$ cat src/fmsi_consts.svh
// Purpose: Constants of the fan motor speed input and start-up block.
// Assumes: 125 MHz pclk, speed command sampled at 25 MHz.
// Notes:   Offsets are APB byte addresses, one 32-bit word each.
`ifndef FMSI_CONSTS_SVH
`define FMSI_CONSTS_SVH

// ****************************************************************
// Timing
// ****************************************************************
`define FMSI_CLK_MHZ 125
`define FMSI_CLK_NS 8
`define FMSI_SAMPLE_NS 40
`define FMSI_SAMPLE_MHZ 25
`define FMSI_SAMPLE_CYC (`FMSI_SAMPLE_NS / `FMSI_CLK_NS)
`define FMSI_INIT_US 2000
`define FMSI_INIT_CYC (`FMSI_INIT_US * `FMSI_CLK_MHZ)
`define FMSI_DEF_PWM_KHZ 58
`define FMSI_DEF_PERIOD (`FMSI_SAMPLE_MHZ * 1000 / `FMSI_DEF_PWM_KHZ)
`define FMSI_FULL_MULT 7
`define FMSI_STARTUP_HALLS 4
`define FMSI_MIN_LOW_NS 500

// ****************************************************************
// Register map
// ****************************************************************
`define FMSI_REG_CTRL 12'h000
`define FMSI_REG_LEVEL 12'h004
`define FMSI_REG_FLOOR 12'h008
`define FMSI_REG_STATUS 12'h00c
`define FMSI_REG_PERIOD 12'h010
`define FMSI_REG_HIGH 12'h014
`define FMSI_REG_SHIFT 12'h018
`define FMSI_IX_CTRL 3'h0
`define FMSI_IX_LEVEL 3'h1
`define FMSI_IX_FLOOR 3'h2
`define FMSI_IX_STATUS 3'h3
`define FMSI_IX_PERIOD 3'h4
`define FMSI_IX_HIGH 3'h5
`define FMSI_IX_SHIFT 3'h6
`define FMSI_IX_NONE 3'h7

// ****************************************************************
// Fields and reset values
// ****************************************************************
`define FMSI_CTRL_DC_BIT 0
`define FMSI_CTRL_PS_BIT 1
`define FMSI_CTRL_FGS_LSB 2
`define FMSI_ST_FULL_BIT 0
`define FMSI_ST_VALID_BIT 1
`define FMSI_ST_STATE_LSB 2
`define FMSI_ST_HALL_BIT 5
`define FMSI_CTRL_RST 4'h0
`define FMSI_LEVEL_RST 32'h0
`define FMSI_FLOOR_RST 32'h0

`endif

$ cat src/fmsi_pkg.sv
// Purpose: Shared types of the fan motor speed input block.
// Assumes: Nothing beyond the constants header.
// Notes:   Start-up states are one-hot.
package fmsi_pkg;
    typedef enum logic [2:0] {
        FMSI_ST_INIT = 3'b001,
        FMSI_ST_START = 3'b010,
        FMSI_ST_RUN = 3'b100
    } fmsi_state_t;
endpackage

$ cat src/fmsi_cmd_meter.sv
// Purpose: Measures period and high time of the speed command.
// Assumes: tick is a one-cycle strobe at the sampling rate.
// Notes:   Counters saturate at all ones.
`include "fmsi_consts.svh"
module fmsi_cmd_meter #(
    parameter int CW = 16
) (
    input wire logic pclk,
    input wire logic presetn,
    input wire logic tick,
    input wire logic clear,
    input wire logic hold,
    input wire logic cmd,
    output logic cmd_lvl,
    output logic [CW-1:0] high_run,
    output logic [CW-1:0] period,
    output logic [CW-1:0] high,
    output logic valid
);
    import fmsi_pkg::*;
    typedef struct packed {
        logic lvl;
        logic seen;
        logic skip;
        logic [CW-1:0] tot;
        logic [CW-1:0] hi;
        logic [CW-1:0] period;
        logic [CW-1:0] high;
        logic valid;
    } fmsi_meter_t;
    fmsi_meter_t s, nxt;

    always_comb begin
        nxt = s;
        nxt.skip = s.skip | hold;
        if (clear) begin
            nxt = '0;
        end else if (tick) begin
            nxt.lvl = cmd;
            if (cmd && !s.lvl) begin
                // A period spanning a full-duty stretch is meaningless
                if (s.seen && !s.skip && !hold) begin
                    nxt.period = s.tot;
                    nxt.high = s.hi;
                    nxt.valid = 1'b1;
                end
                nxt.seen = 1'b1;
                nxt.skip = 1'b0;
                nxt.tot = CW'(1);
                nxt.hi = CW'(1);
            end else begin
                if (s.tot != '1) nxt.tot = s.tot + CW'(1);
                if (cmd && s.hi != '1) nxt.hi = s.hi + CW'(1);
            end
        end
    end

    always_ff @(posedge pclk or negedge presetn) begin
        if (!presetn) s <= '0;
        else s <= nxt;
    end

    assign cmd_lvl = s.lvl;
    assign high_run = s.hi;
    assign period = s.period;
    assign high = s.high;
    assign valid = s.valid;
endmodule

$ cat src/fmsi_hall_tach.sv
// Purpose: Hall comparator with hysteresis and divided tach output.
// Assumes: Hall inputs are digitised unsigned samples.
// Notes:   Tach toggles every div_n Hall edges.
module fmsi_hall_tach #(
    parameter int HW = 8,
    parameter int HYST = 4
) (
    input wire logic pclk,
    input wire logic presetn,
    input wire logic [HW-1:0] hall_p,
    input wire logic [HW-1:0] hall_n,
    input wire logic [1:0] div_n,
    input wire logic enable,
    output logic hall_lvl,
    output logic hall_rise,
    output logic tach
);
    import fmsi_pkg::*;
    localparam logic signed [HW:0] HYS = (HW+1)'(HYST);
    typedef struct packed {
        logic lvl;
        logic rise;
        logic [1:0] cnt;
        logic tach;
    } fmsi_tach_t;
    fmsi_tach_t s, nxt;
    logic signed [HW:0] diff;

    assign diff = $signed({1'b0, hall_p}) - $signed({1'b0, hall_n});

    always_comb begin
        nxt = s;
        if (diff > HYS) nxt.lvl = 1'b1;
        else if (diff < -HYS) nxt.lvl = 1'b0;
        nxt.rise = nxt.lvl && !s.lvl;
        if (!enable) begin
            nxt.cnt = 2'h0;
            nxt.tach = 1'b0;
        end else if (nxt.lvl != s.lvl) begin
            if (s.cnt + 2'h1 >= div_n) begin
                nxt.cnt = 2'h0;
                nxt.tach = !s.tach;
            end else begin
                nxt.cnt = s.cnt + 2'h1;
            end
        end
    end

    always_ff @(posedge pclk or negedge presetn) begin
        if (!presetn) s <= '0;
        else s <= nxt;
    end

    assign hall_lvl = s.lvl;
    assign hall_rise = s.rise;
    assign tach = s.tach;
endmodule

$ cat src/fmsi_top.sv
// Purpose: Speed command front end, tach and start-up sequencer.
// Assumes: All pin inputs synchronous to pclk; APB slave registers.
// Notes:   Motor stays stopped while lockout or sleep is asserted.
//
// Our own choices: the APB register port and the placing of the registers.
`include "fmsi_consts.svh"

module fmsi_top #(
    parameter int CW = 16,
    parameter int LW = 8,
    parameter int HW = 8,
    parameter int HYST = 4,
    parameter int INIT_CYC = `FMSI_INIT_CYC,
    parameter logic [1:0] DIV1_CODE = 2'h0,
    parameter logic [1:0] DIV2_CODE = 2'h1,
    parameter logic [1:0] DIV3_CODE = 2'h2
) (
    input wire logic pclk,
    input wire logic presetn,
    input wire logic psel,
    input wire logic penable,
    input wire logic pwrite,
    input wire logic [11:0] paddr,
    input wire logic [31:0] pwdata,
    output logic [31:0] prdata,
    output logic pready,
    output logic pslverr,
    input wire logic speed_command_input,
    input wire logic [HW-1:0] hall_positive_in,
    input wire logic [HW-1:0] hall_negative_in,
    input wire logic undervoltage_lockout,
    input wire logic sleep_in,
    input wire logic conduction_zero_in,
    output logic pwm_out,
    output logic drive_enable_out,
    output logic tach_pulse_out,
    output logic [CW-1:0] phase_shift_out
);
    import fmsi_pkg::*;

    // ****************************************************************
    // Types and state
    // ****************************************************************
    localparam int IW = $clog2(INIT_CYC + 1);
    localparam logic [CW-1:0] DEF_PERIOD = CW'(`FMSI_DEF_PERIOD);
    localparam logic [2:0] TICK_LAST = 3'(`FMSI_SAMPLE_CYC - 1);
    localparam logic [2:0] HALL_LAST = 3'(`FMSI_STARTUP_HALLS - 1);
    localparam logic [LW-1:0] TRI_TOP = '1;

    typedef struct packed {
        fmsi_state_t state;
        logic [IW-1:0] init_cnt;
        logic [2:0] tick_cnt;
        logic tick;
        logic [2:0] hall_cnt;
        logic full;
        logic mode_dc;
        logic ps_sel;
        logic [1:0] fgs;
        logic [LW-1:0] level;
        logic [LW-1:0] floor_lvl;
        logic [CW-1:0] pwm_cnt;
        logic [LW-1:0] tri_cnt;
        logic tri_dn;
        logic pwm;
        logic drv;
        logic [CW-1:0] shift;
        logic [CW-1:0] ph_cnt;
        logic ph_run;
        logic pready;
        logic pslverr;
        logic [31:0] prdata;
    } fmsi_top_t;

    localparam fmsi_top_t RST_VAL = '{
        state: FMSI_ST_INIT,
        mode_dc: 1'(`FMSI_CTRL_RST >> `FMSI_CTRL_DC_BIT),
        level: LW'(`FMSI_LEVEL_RST),
        floor_lvl: LW'(`FMSI_FLOOR_RST),
        default: '0
    };

    fmsi_top_t s, nxt;

    logic m_lvl;
    logic [CW-1:0] m_run;
    logic [CW-1:0] m_period;
    logic [CW-1:0] m_high;
    logic m_valid;
    logic hall_lvl;
    logic hall_rise;
    logic tach_q;
    logic hold_req;
    logic [CW-1:0] ref_period;
    logic [CW+2:0] full_thr;
    logic [LW-1:0] eff_level;
    logic [1:0] div_n;

    // ****************************************************************
    // Helpers
    // ****************************************************************
    function automatic logic [2:0] fmsi_decode(input logic [11:0] a);
        logic [2:0] ix;
        ix = `FMSI_IX_NONE;
        if (a == `FMSI_REG_CTRL) ix = `FMSI_IX_CTRL;
        else if (a == `FMSI_REG_LEVEL) ix = `FMSI_IX_LEVEL;
        else if (a == `FMSI_REG_FLOOR) ix = `FMSI_IX_FLOOR;
        else if (a == `FMSI_REG_STATUS) ix = `FMSI_IX_STATUS;
        else if (a == `FMSI_REG_PERIOD) ix = `FMSI_IX_PERIOD;
        else if (a == `FMSI_REG_HIGH) ix = `FMSI_IX_HIGH;
        else if (a == `FMSI_REG_SHIFT) ix = `FMSI_IX_SHIFT;
        return ix;
    endfunction

    function automatic logic [1:0] fmsi_div(input logic [1:0] code);
        logic [1:0] n;
        n = 2'h1;
        if (code == DIV2_CODE) n = 2'h2;
        else if (code == DIV3_CODE) n = 2'h3;
        else if (code == DIV1_CODE) n = 2'h1;
        return n;
    endfunction

    // ****************************************************************
    // Sub-blocks
    // ****************************************************************
    fmsi_cmd_meter #(.CW(CW)) u_meter (
        .pclk(pclk),
        .presetn(presetn),
        .tick(s.tick),
        .clear(s.state == FMSI_ST_INIT),
        .hold(s.full),
        .cmd(speed_command_input),
        .cmd_lvl(m_lvl),
        .high_run(m_run),
        .period(m_period),
        .high(m_high),
        .valid(m_valid)
    );

    fmsi_hall_tach #(.HW(HW), .HYST(HYST)) u_tach (
        .pclk(pclk),
        .presetn(presetn),
        .hall_p(hall_positive_in),
        .hall_n(hall_negative_in),
        .div_n(div_n),
        .enable(s.state == FMSI_ST_RUN),
        .hall_lvl(hall_lvl),
        .hall_rise(hall_rise),
        .tach(tach_q)
    );

    assign div_n = fmsi_div(s.fgs);
    assign hold_req = undervoltage_lockout | sleep_in;
    // Default carrier until a real period has been seen
    assign ref_period = m_valid ? m_period : DEF_PERIOD;
    assign full_thr = (CW+3)'(ref_period) * (CW+3)'(`FMSI_FULL_MULT);
    // A zero floor can never exceed the level, so it needs no special case
    assign eff_level = (s.floor_lvl > s.level) ? s.floor_lvl : s.level;

    // ****************************************************************
    // Next state
    // ****************************************************************
    always_comb begin
        logic [2:0] ix;
        logic raw;
        ix = fmsi_decode(paddr);
        raw = 1'b0;
        nxt = s;

        // Sampling strobe, one pclk in five
        nxt.tick = (s.tick_cnt == TICK_LAST);
        nxt.tick_cnt = nxt.tick ? 3'h0 : s.tick_cnt + 3'h1;

        // Start-up sequencer
        case (s.state)
            FMSI_ST_INIT: begin
                nxt.hall_cnt = 3'h0;
                if (s.init_cnt == IW'(INIT_CYC - 1)) begin
                    nxt.state = FMSI_ST_START;
                    nxt.init_cnt = '0;
                end else begin
                    nxt.init_cnt = s.init_cnt + IW'(1);
                end
            end
            FMSI_ST_START: begin
                if (hall_rise) begin
                    nxt.hall_cnt = s.hall_cnt + 3'h1;
                    if (s.hall_cnt == HALL_LAST) nxt.state = FMSI_ST_RUN;
                end
            end
            FMSI_ST_RUN: begin
                nxt.hall_cnt = s.hall_cnt;
            end
            default: begin
                nxt.state = FMSI_ST_INIT;
            end
        endcase
        if (hold_req) begin
            nxt.state = FMSI_ST_INIT;
            nxt.init_cnt = '0;
        end

        // Full duty: high for seven carrier periods without a fall
        if (s.state == FMSI_ST_INIT) begin
            nxt.full = 1'b0;
        end else if (s.tick) begin
            nxt.full = !s.mode_dc && m_lvl &&
                ((CW+3)'(m_run) >= full_thr);
        end

        // Carrier counter and triangle ramp, stepped at sample rate
        if (s.tick) begin
            if (s.pwm_cnt >= ref_period - CW'(1)) begin
                nxt.pwm_cnt = '0;
            end else begin
                nxt.pwm_cnt = s.pwm_cnt + CW'(1);
            end
            if (s.tri_dn) begin
                nxt.tri_cnt = s.tri_cnt - LW'(1);
                if (s.tri_cnt == LW'(1)) nxt.tri_dn = 1'b0;
            end else begin
                nxt.tri_cnt = s.tri_cnt + LW'(1);
                if (s.tri_cnt == TRI_TOP - LW'(1)) nxt.tri_dn = 1'b1;
            end
        end

        if (s.mode_dc) begin
            raw = eff_level > s.tri_cnt;
        end else begin
            raw = s.full || (s.pwm_cnt < m_high);
        end
        nxt.drv = (s.state != FMSI_ST_INIT) && !hold_req;
        nxt.pwm = nxt.drv && raw;

        // Drive phase: ticks from Hall rise to conduction zero
        if (hall_rise) begin
            nxt.ph_cnt = '0;
            nxt.ph_run = 1'b1;
        end else if (s.ph_run && s.tick && s.ph_cnt != '1) begin
            nxt.ph_cnt = s.ph_cnt + CW'(1);
        end
        if (s.ps_sel) begin
            nxt.shift = '0;
        end else if (conduction_zero_in && s.ph_run) begin
            nxt.ph_run = 1'b0;
            // One step per Hall cycle keeps the correction smooth
            if (s.ph_cnt > s.shift) nxt.shift = s.shift + CW'(1);
            else if (s.ph_cnt < s.shift) nxt.shift = s.shift - CW'(1);
        end

        // APB: answer in the first access cycle
        nxt.pready = psel && !penable && !s.pready;
        nxt.pslverr = 1'b0;
        if (psel && !penable) begin
            nxt.pslverr = (ix == `FMSI_IX_NONE);
            case (ix)
                `FMSI_IX_CTRL: nxt.prdata = 32'({s.fgs, s.ps_sel,
                    s.mode_dc});
                `FMSI_IX_LEVEL: nxt.prdata = 32'(s.level);
                `FMSI_IX_FLOOR: nxt.prdata = 32'(s.floor_lvl);
                `FMSI_IX_STATUS: nxt.prdata = 32'({hall_lvl, s.state,
                    m_valid, s.full});
                `FMSI_IX_PERIOD: nxt.prdata = 32'(ref_period);
                `FMSI_IX_HIGH: nxt.prdata = 32'(m_high);
                `FMSI_IX_SHIFT: nxt.prdata = 32'(s.shift);
                default: nxt.prdata = 32'h0;
            endcase
        end
        if (psel && penable && s.pready && pwrite) begin
            if (ix == `FMSI_IX_CTRL) begin
                nxt.mode_dc = pwdata[`FMSI_CTRL_DC_BIT];
                nxt.ps_sel = pwdata[`FMSI_CTRL_PS_BIT];
                nxt.fgs = pwdata[`FMSI_CTRL_FGS_LSB +: 2];
            end else if (ix == `FMSI_IX_LEVEL) begin
                nxt.level = pwdata[LW-1:0];
            end else if (ix == `FMSI_IX_FLOOR) begin
                nxt.floor_lvl = pwdata[LW-1:0];
            end
        end
    end

    always_ff @(posedge pclk or negedge presetn) begin
        if (!presetn) s <= RST_VAL;
        else s <= nxt;
    end

    // ****************************************************************
    // Outputs
    // ****************************************************************
    assign prdata = s.prdata;
    assign pready = s.pready;
    assign pslverr = s.pslverr;
    assign pwm_out = s.pwm;
    assign drive_enable_out = s.drv;
    assign tach_pulse_out = tach_q;
    assign phase_shift_out = s.shift;
endmodule

$ cat config.mk
export PLATFORM = sky130hd
export DESIGN_NAME = fmsi_top
export DESIGN_NICKNAME = d
export VERILOG_FILES = /design/src/fmsi_pkg.sv /design/src/fmsi_cmd_meter.sv /design/src/fmsi_hall_tach.sv /design/src/fmsi_top.sv
export VERILOG_INCLUDE_DIRS = /design/src /design/src/src
export SDC_FILE = /design/constraint.sdc
export NUM_CORES = 1
export LEC_CHECK = 0
export ABC_AREA = 0
export BUFFER_PORTS_ARGS = -buffer_cell sky130_fd_sc_hd__clkbuf_2
export CELL_PAD_IN_SITES_DETAIL_PLACEMENT = 1
export CELL_PAD_IN_SITES_GLOBAL_PLACEMENT = 1
export CORE_ASPECT_RATIO = 0.5
export CORE_MARGIN = 8
export CORE_UTILIZATION = 47
export DETAILED_ROUTE_END_ITERATION = 10
export PLACE_DENSITY = 0.94
export SYNTH_ARGS = -nofsm -noshare
export SYNTH_HDL_FRONTEND = slang
export SYNTH_SLANG_ARGS = --single-unit
$ cat constraint.sdc
create_clock -name pclk -period 4.6 [get_ports pclk]
set_input_delay 0.92 -clock pclk [delete_from_list [all_inputs] [get_ports pclk]]
set_output_delay 0.92 -clock pclk [all_outputs]
set_load 0.02 [all_outputs]
Word level (Yosys, flattened, before mapping)
Index checks and enable logic that the tools add are counted.
W data, S select, Z words.
Word-level totals
  memory bits (read-only): 0
  flip-flop bits (word level): 216
  bits in writable memories: 0
  bits in latches: 0
  memories kept: 0
  output and inout bits: 53
Cells by class
  reduce and logical (&&, ||, !) cells: 50
  shift operators: 0
  add/subtract/negate cells: 14
  bitwise gates (word level): 4
  multiply operators: 1
  div/mod/pow operators: 0
  equal/unequal tests: 35
  magnitude comparators: 10
  multiplexer cells: 53
Operators by type and width (count)
  $mux W16: 10
  $mux W68: 2
  $pmux W16 S7: 1
  $mux W33: 3
  $add A16 B1 Y16 const B: 5
  $ne A16 B16 Y1 const B: 3
  $eq A12 B5 Y1 const B: 3
  $mux W18: 2
  $mux W3: 11
  $lt A16 B16 Y1: 2
  $mux W32: 1
  $sub A16 B1 Y16 const B: 2
  $eq A12 B4 Y1 const B: 2
  $mux W21: 1
  $ge A16 B19 Y1: 1
  $mul A16 B3 Y19 const B: 1
  $add A18 B1 Y18 const B: 1
  $eq A18 B18 Y1 const B: 1
  $eq A3 B3 Y1 const B: 6
  $logic_and A1 B1 Y1: 17
  $ge A16 B16 Y1: 1
  $gt A16 B16 Y1: 1
  $gt A8 B8 Y1: 2
  $reduce_and A2 Y1: 7
  other kinds (37): 81

Logic depth before layout (Yosys ltp)
  word-level depth: 11
  depth in mapped cells: 20
  depth with buffers taken out: 19

Hierarchy
From an unflattened synthesis, not the netlist that was laid out.
Second synthesis, totals
  cells, all modules: 1731
  area, all modules: 15098.2 um^2
Modules (own cells, without submodules)
  fmsi_top: times used 1, cells each 1231, area an instance 10801.6 um^2
  fmsi_cmd_meter: times used 1, cells each 424, area an instance 3671.0 um^2
  fmsi_hall_tach: times used 1, cells each 76, area an instance 625.6 um^2

Worst setup path after synthesis
Ideal clock, no wire load.
  kind: register -> register
  start point: register u_meter.s, in the netlist u_meter.valid
  end point: register s[114] in the netlist's numbering
  period minus slack after synthesis: 4.149 ns
  data required time: 4.460 ns
  arrival time: 4.009 ns
  stages on the path, launching flop included: 19
  path slack: 0.451 ns
  library setup time: 0.140 ns
  cells stage by stage: dfrtp_1 -> clkbuf_1 -> clkbuf_1 -> nand2_1 -> fa_1 -> inv_1 -> ha_1 -> o21a_1 -> o31a_1 -> or4_1 -> a22o_1 -> nor2_1 -> xor2_1 -> ha_1 -> a21o_1 -> a21oi_1 -> o21ai_0 -> a31oi_1 -> o32ai_1
Between the ends
  cells in the longest elaborated chain, start to end: 6
RTL lines
  from (decl): RTL line fmsi_cmd_meter.sv:31  | fmsi_meter_t s, nxt;
  from (signal assigned): RTL line fmsi_cmd_meter.sv:60  | else s <= nxt;
  $mux W16: RTL line fmsi_top.sv:156  | assign ref_period = m_valid ? m_period : DEF_PERIOD;
  $mul A16 B3 Y19: RTL line fmsi_top.sv:157  | assign full_thr = (CW+3)'(ref_period) * (CW+3)'(`FMSI_FULL_MULT);
  $ge A16 B19 Y1: RTL line fmsi_top.sv:209  | ((CW+3)'(m_run) >= full_thr);
  $logic_and A1 B1 Y1: RTL line fmsi_top.sv:208  | nxt.full = !s.mode_dc && m_lvl &&
  $mux W1: RTL line fmsi_top.sv:207  | end else if (s.tick) begin
  $mux W1: RTL line fmsi_top.sv:205  | if (s.state == FMSI_ST_INIT) begin
  to (signal assigned): RTL line fmsi_top.sv:285  | else s <= nxt;
  to (decl): RTL line fmsi_top.sv:83  | fmsi_top_t s, nxt;
Every way passes these cells. The select of a mux whose other input is x is not followed.
A chain may end at the register's enable or synchronous reset.

Final worst setup path
Ends and elaborated chain as after synthesis.

==> flow_metrics.env <==
export IMPL_status="finished, violations left"
export IMPL_violations="negative setup slack"
export IMPL_finalNonFillerCells=2124
export IMPL_drt_antenna_violating_nets=0
export IMPL_synth_area_per_cell_um2=8.713
export IMPL_synth_async_reset_ratio=1.000
export IMPL_antenna_found_initial=0
export IMPL_dieArea_um2=37150
export IMPL_ioPinCount=122
export IMPL_dp_slack_ns=0.1285
export IMPL_synthesis_area_um2=14530
export IMPL_leakage_uw=0.007284
export IMPL_fillers=3563
export IMPL_dp_hpwl_um=35050
export IMPL_final_common_cell="dfrtp_1"
export IMPL_grt_ovfl_total=0
export IMPL_cts_buffers=17
export IMPL_rr_worst_depth=17
export IMPL_setup_viol=1
export IMPL_cp_max_fo=9
export IMPL_drtIter0Drc=1594
export IMPL_numPlacedInstances=2089
export IMPL_rsz0062_at_grt="yes"
export IMPL_synth_top_family_by_area="simple AND/OR/NAND/NOR gates"
export IMPL_power_density_nw_per_um2=252.9
export IMPL_synthSimpleGateAreaFrac=0.1955
export IMPL_port_buffers=81
export IMPL_clock_root_buffer="clkbuf_16"
export IMPL_n_antenna_cell=0
export IMPL_synthMuxAreaShare=0.02936
export IMPL_die_x_um=264.7
export IMPL_die_y_um=140.3
export IMPL_vias=13940
export IMPL_grt_pass1_vias=14960
export IMPL_avgViaCountPerCell=6.564
export IMPL_synthAdderAreaFrac=0.1501
export IMPL_area_growth_pct=8.738
export IMPL_clock_path_buffers=2
export IMPL_worstHoldPathCells=1
export IMPL_worst_slack_ns=-0.2088
export IMPL_reg2reg_slack_ns=-0.21
export IMPL_path_clk_slew_ns=0.09
export IMPL_synth_edf_count=0
export IMPL_slew_headroom=0.3068
export IMPL_drt_total_wl_um=54630
export IMPL_yosys_most_used_dff="dfrtp_1"
export IMPL_clock_fmax_mhz=208.0
export IMPL_ctsHoldBuffers=0
export IMPL_peakVddDrop_mv=0.1548
export IMPL_hold_class="flop to flop"
export IMPL_critPathKind="flop to flop"
export IMPL_hold_violations=0
export IMPL_grt_usage=0.2778
export IMPL_initial_core_util=0.4780
export IMPL_cp_start_kind="flop"
export IMPL_final_util=0.5198
export IMPL_dr_pass1_iters=8
export IMPL_synth_compound_area_share=0.1533
export IMPL_grt_max_degree=101
export IMPL_rows=45
export IMPL_period_share=1.045
export IMPL_grt_pass1_wl_um=82580
export IMPL_layout_nets=1947
export IMPL_final_cell_mix="dfrtp_1, nand2_1, nor2_1, ha_1, inv_1"
export IMPL_worst_skew_pair_late_latency_ns=0.48
export IMPL_tightest_slew_ns=1.040
export IMPL_syn_inst=1668
export IMPL_h_tree_depth=4
export IMPL_remaining_drc_errors=0
export IMPL_synth_xor_area_share=0.05725
export IMPL_yosysUniqueCellTypes=73
export IMPL_required_ns=4.94
export IMPL_skew_ns=0.01935
export IMPL_slew_viol_final=0
export IMPL_core_um2=30400
export IMPL_cap_violations=0
export IMPL_place_gp_congestion=0.8990
export IMPL_clock_sinks=200
export IMPL_ys_seq_elements=200
export IMPL_cp_end_kind="flop"
export IMPL_wire_per_inst_um=25.72
export IMPL_yosys_warnings=0
export IMPL_min_period_ns=4.809
export IMPL_cp_arrival_ns=5.15
export IMPL_cts_tree="built"
export IMPL_drive_gt1_frac=0.1188
export IMPL_ys_seq_area_frac=0.3444
[state kept, by name, summed over array words and instances (netlist names)]
register / cells
drive_enable_out: 1
phase_shift_out: 16
prdata: 16
pready: 1
pslverr: 1
pwm_out: 1
s: 91
u_meter.cmd_lvl: 1
u_meter.high: 16
u_meter.high_run: 16
u_meter.period: 16
u_meter.s: 18
u_meter.valid: 1
u_tach.hall_lvl: 1
u_tach.hall_rise: 1
u_tach.s: 2
u_tach.tach: 1
[area by class of cell]
cell class                      instances  area (µm²)  area share
Inverter                              116       435.4     0.02755
Timing Repair Buffer                  112       659.4     0.04172
Clock buffer                           17       425.4     0.02692
Sequential cell                       200        5009      0.3169
Tap cell                              399       499.2     0.03159
Multi-Input combinational cell       1265        8636      0.5464
Clock inverter                         15       140.1    0.008867
[cells in the mapped netlist, types with 17 or more instances]
master / instances / area, µm²
ha_1: 152 / 1902
nor2b_1: 20 / 125.1
nand3_1: 40 / 200.2
dfrtp_1: 199 / 4980
mux2_2: 21 / 236.5
xnor2_1: 52 / 455.4
nand2b_1: 24 / 150.1
mux2i_1: 19 / 190.2
a21o_1: 30 / 225.2
xor2_1: 43 / 376.6
nand2_1: 189 / 709.4
inv_1: 116 / 435.4
nor3_1: 31 / 155.2
a31oi_1: 17 / 106.4
buf_4: 49 / 367.9
o21ai_0: 99 / 495.5
nand4_1: 41 / 256.5
a21oi_1: 109 / 545.5
clkbuf_1: 45 / 168.9
nor2_1: 154 / 578.1
and3_1: 20 / 125.1
[path summary, 6_finish.rpt]
kind                                     from          to
max in group asynchronous             presetn  prdata[14]
min in group asynchronous             presetn      s[130]
worst min-delay path                   s[119]      s[119]
worst max-delay path            u_meter.valid      s[114]
worst max register to register  u_meter.valid      s[114]
worst min register to register         s[119]      s[119]
[logic make-up after synthesis]
group | Yosys count
AND/OR/NAND/NOR | 588
buffers and inverters | 218
other | 1
multiplexers | 40
adder cells (fa/ha/maj) | 166
XOR/XNOR | 95
AO/OA/AOI/OAI | 360
flip-flops | 200
[worst max-delay path, cell delays in order (launching register included)]
cell	delay [ns]
dfrtp_2	0.46
buf_4	0.23
buf_4	0.18
nand2_1	0.21
fa_1	0.57
inv_1	0.05
ha_1	0.42
nand2_1	0.12
or3_1	0.41
o21ai_0	0.42
or2_2	0.25
a31oi_1	0.14
a311oi_1	0.32
ha_1	0.30
a21oi_1	0.15
o21ai_0	0.11
a31oi_1	0.20
o32ai_2	0.12
[per-stage QoR]
step / setup TNS, ns / total power (µW) / hold slack [ns] / instance area (µm²)
finish: -0.2088 / 3996 / 0.4683 / 15800
global placement: 0 / 2395 / 0.4480 / 15150
detailed placement: 0 / 2439 / 0.4497 / 15150
floorplan: 0 / 2253 / 0.4309 / 14590
global route: -0.2251 / 4141 / 0.4922 / 15800
CTS: 0 / 3979 / 0.4661 / 15740
[power by group]
part           switching [µW]  internal, µW
combinational             391           246
clock                     805           761
sequential               28.3          1770
[layer usage]
layer	wire length [µm]	GRT usage
met5	0	0
met4	3932	0.1825
met3	4737	0.07163
met2	25670	0.4680
met1	20290	0.3119
[what timing repair did]
item                                   in CTS  in global routing
setup endpoints to repair                   1                  5
endpoints found under the hold margin       0                  0
gates resized for setup                     2                 17
setup buffers                               2                  1
pin swaps                                   0                  2
No activity file was read; power rests on OpenSTA's default activity.
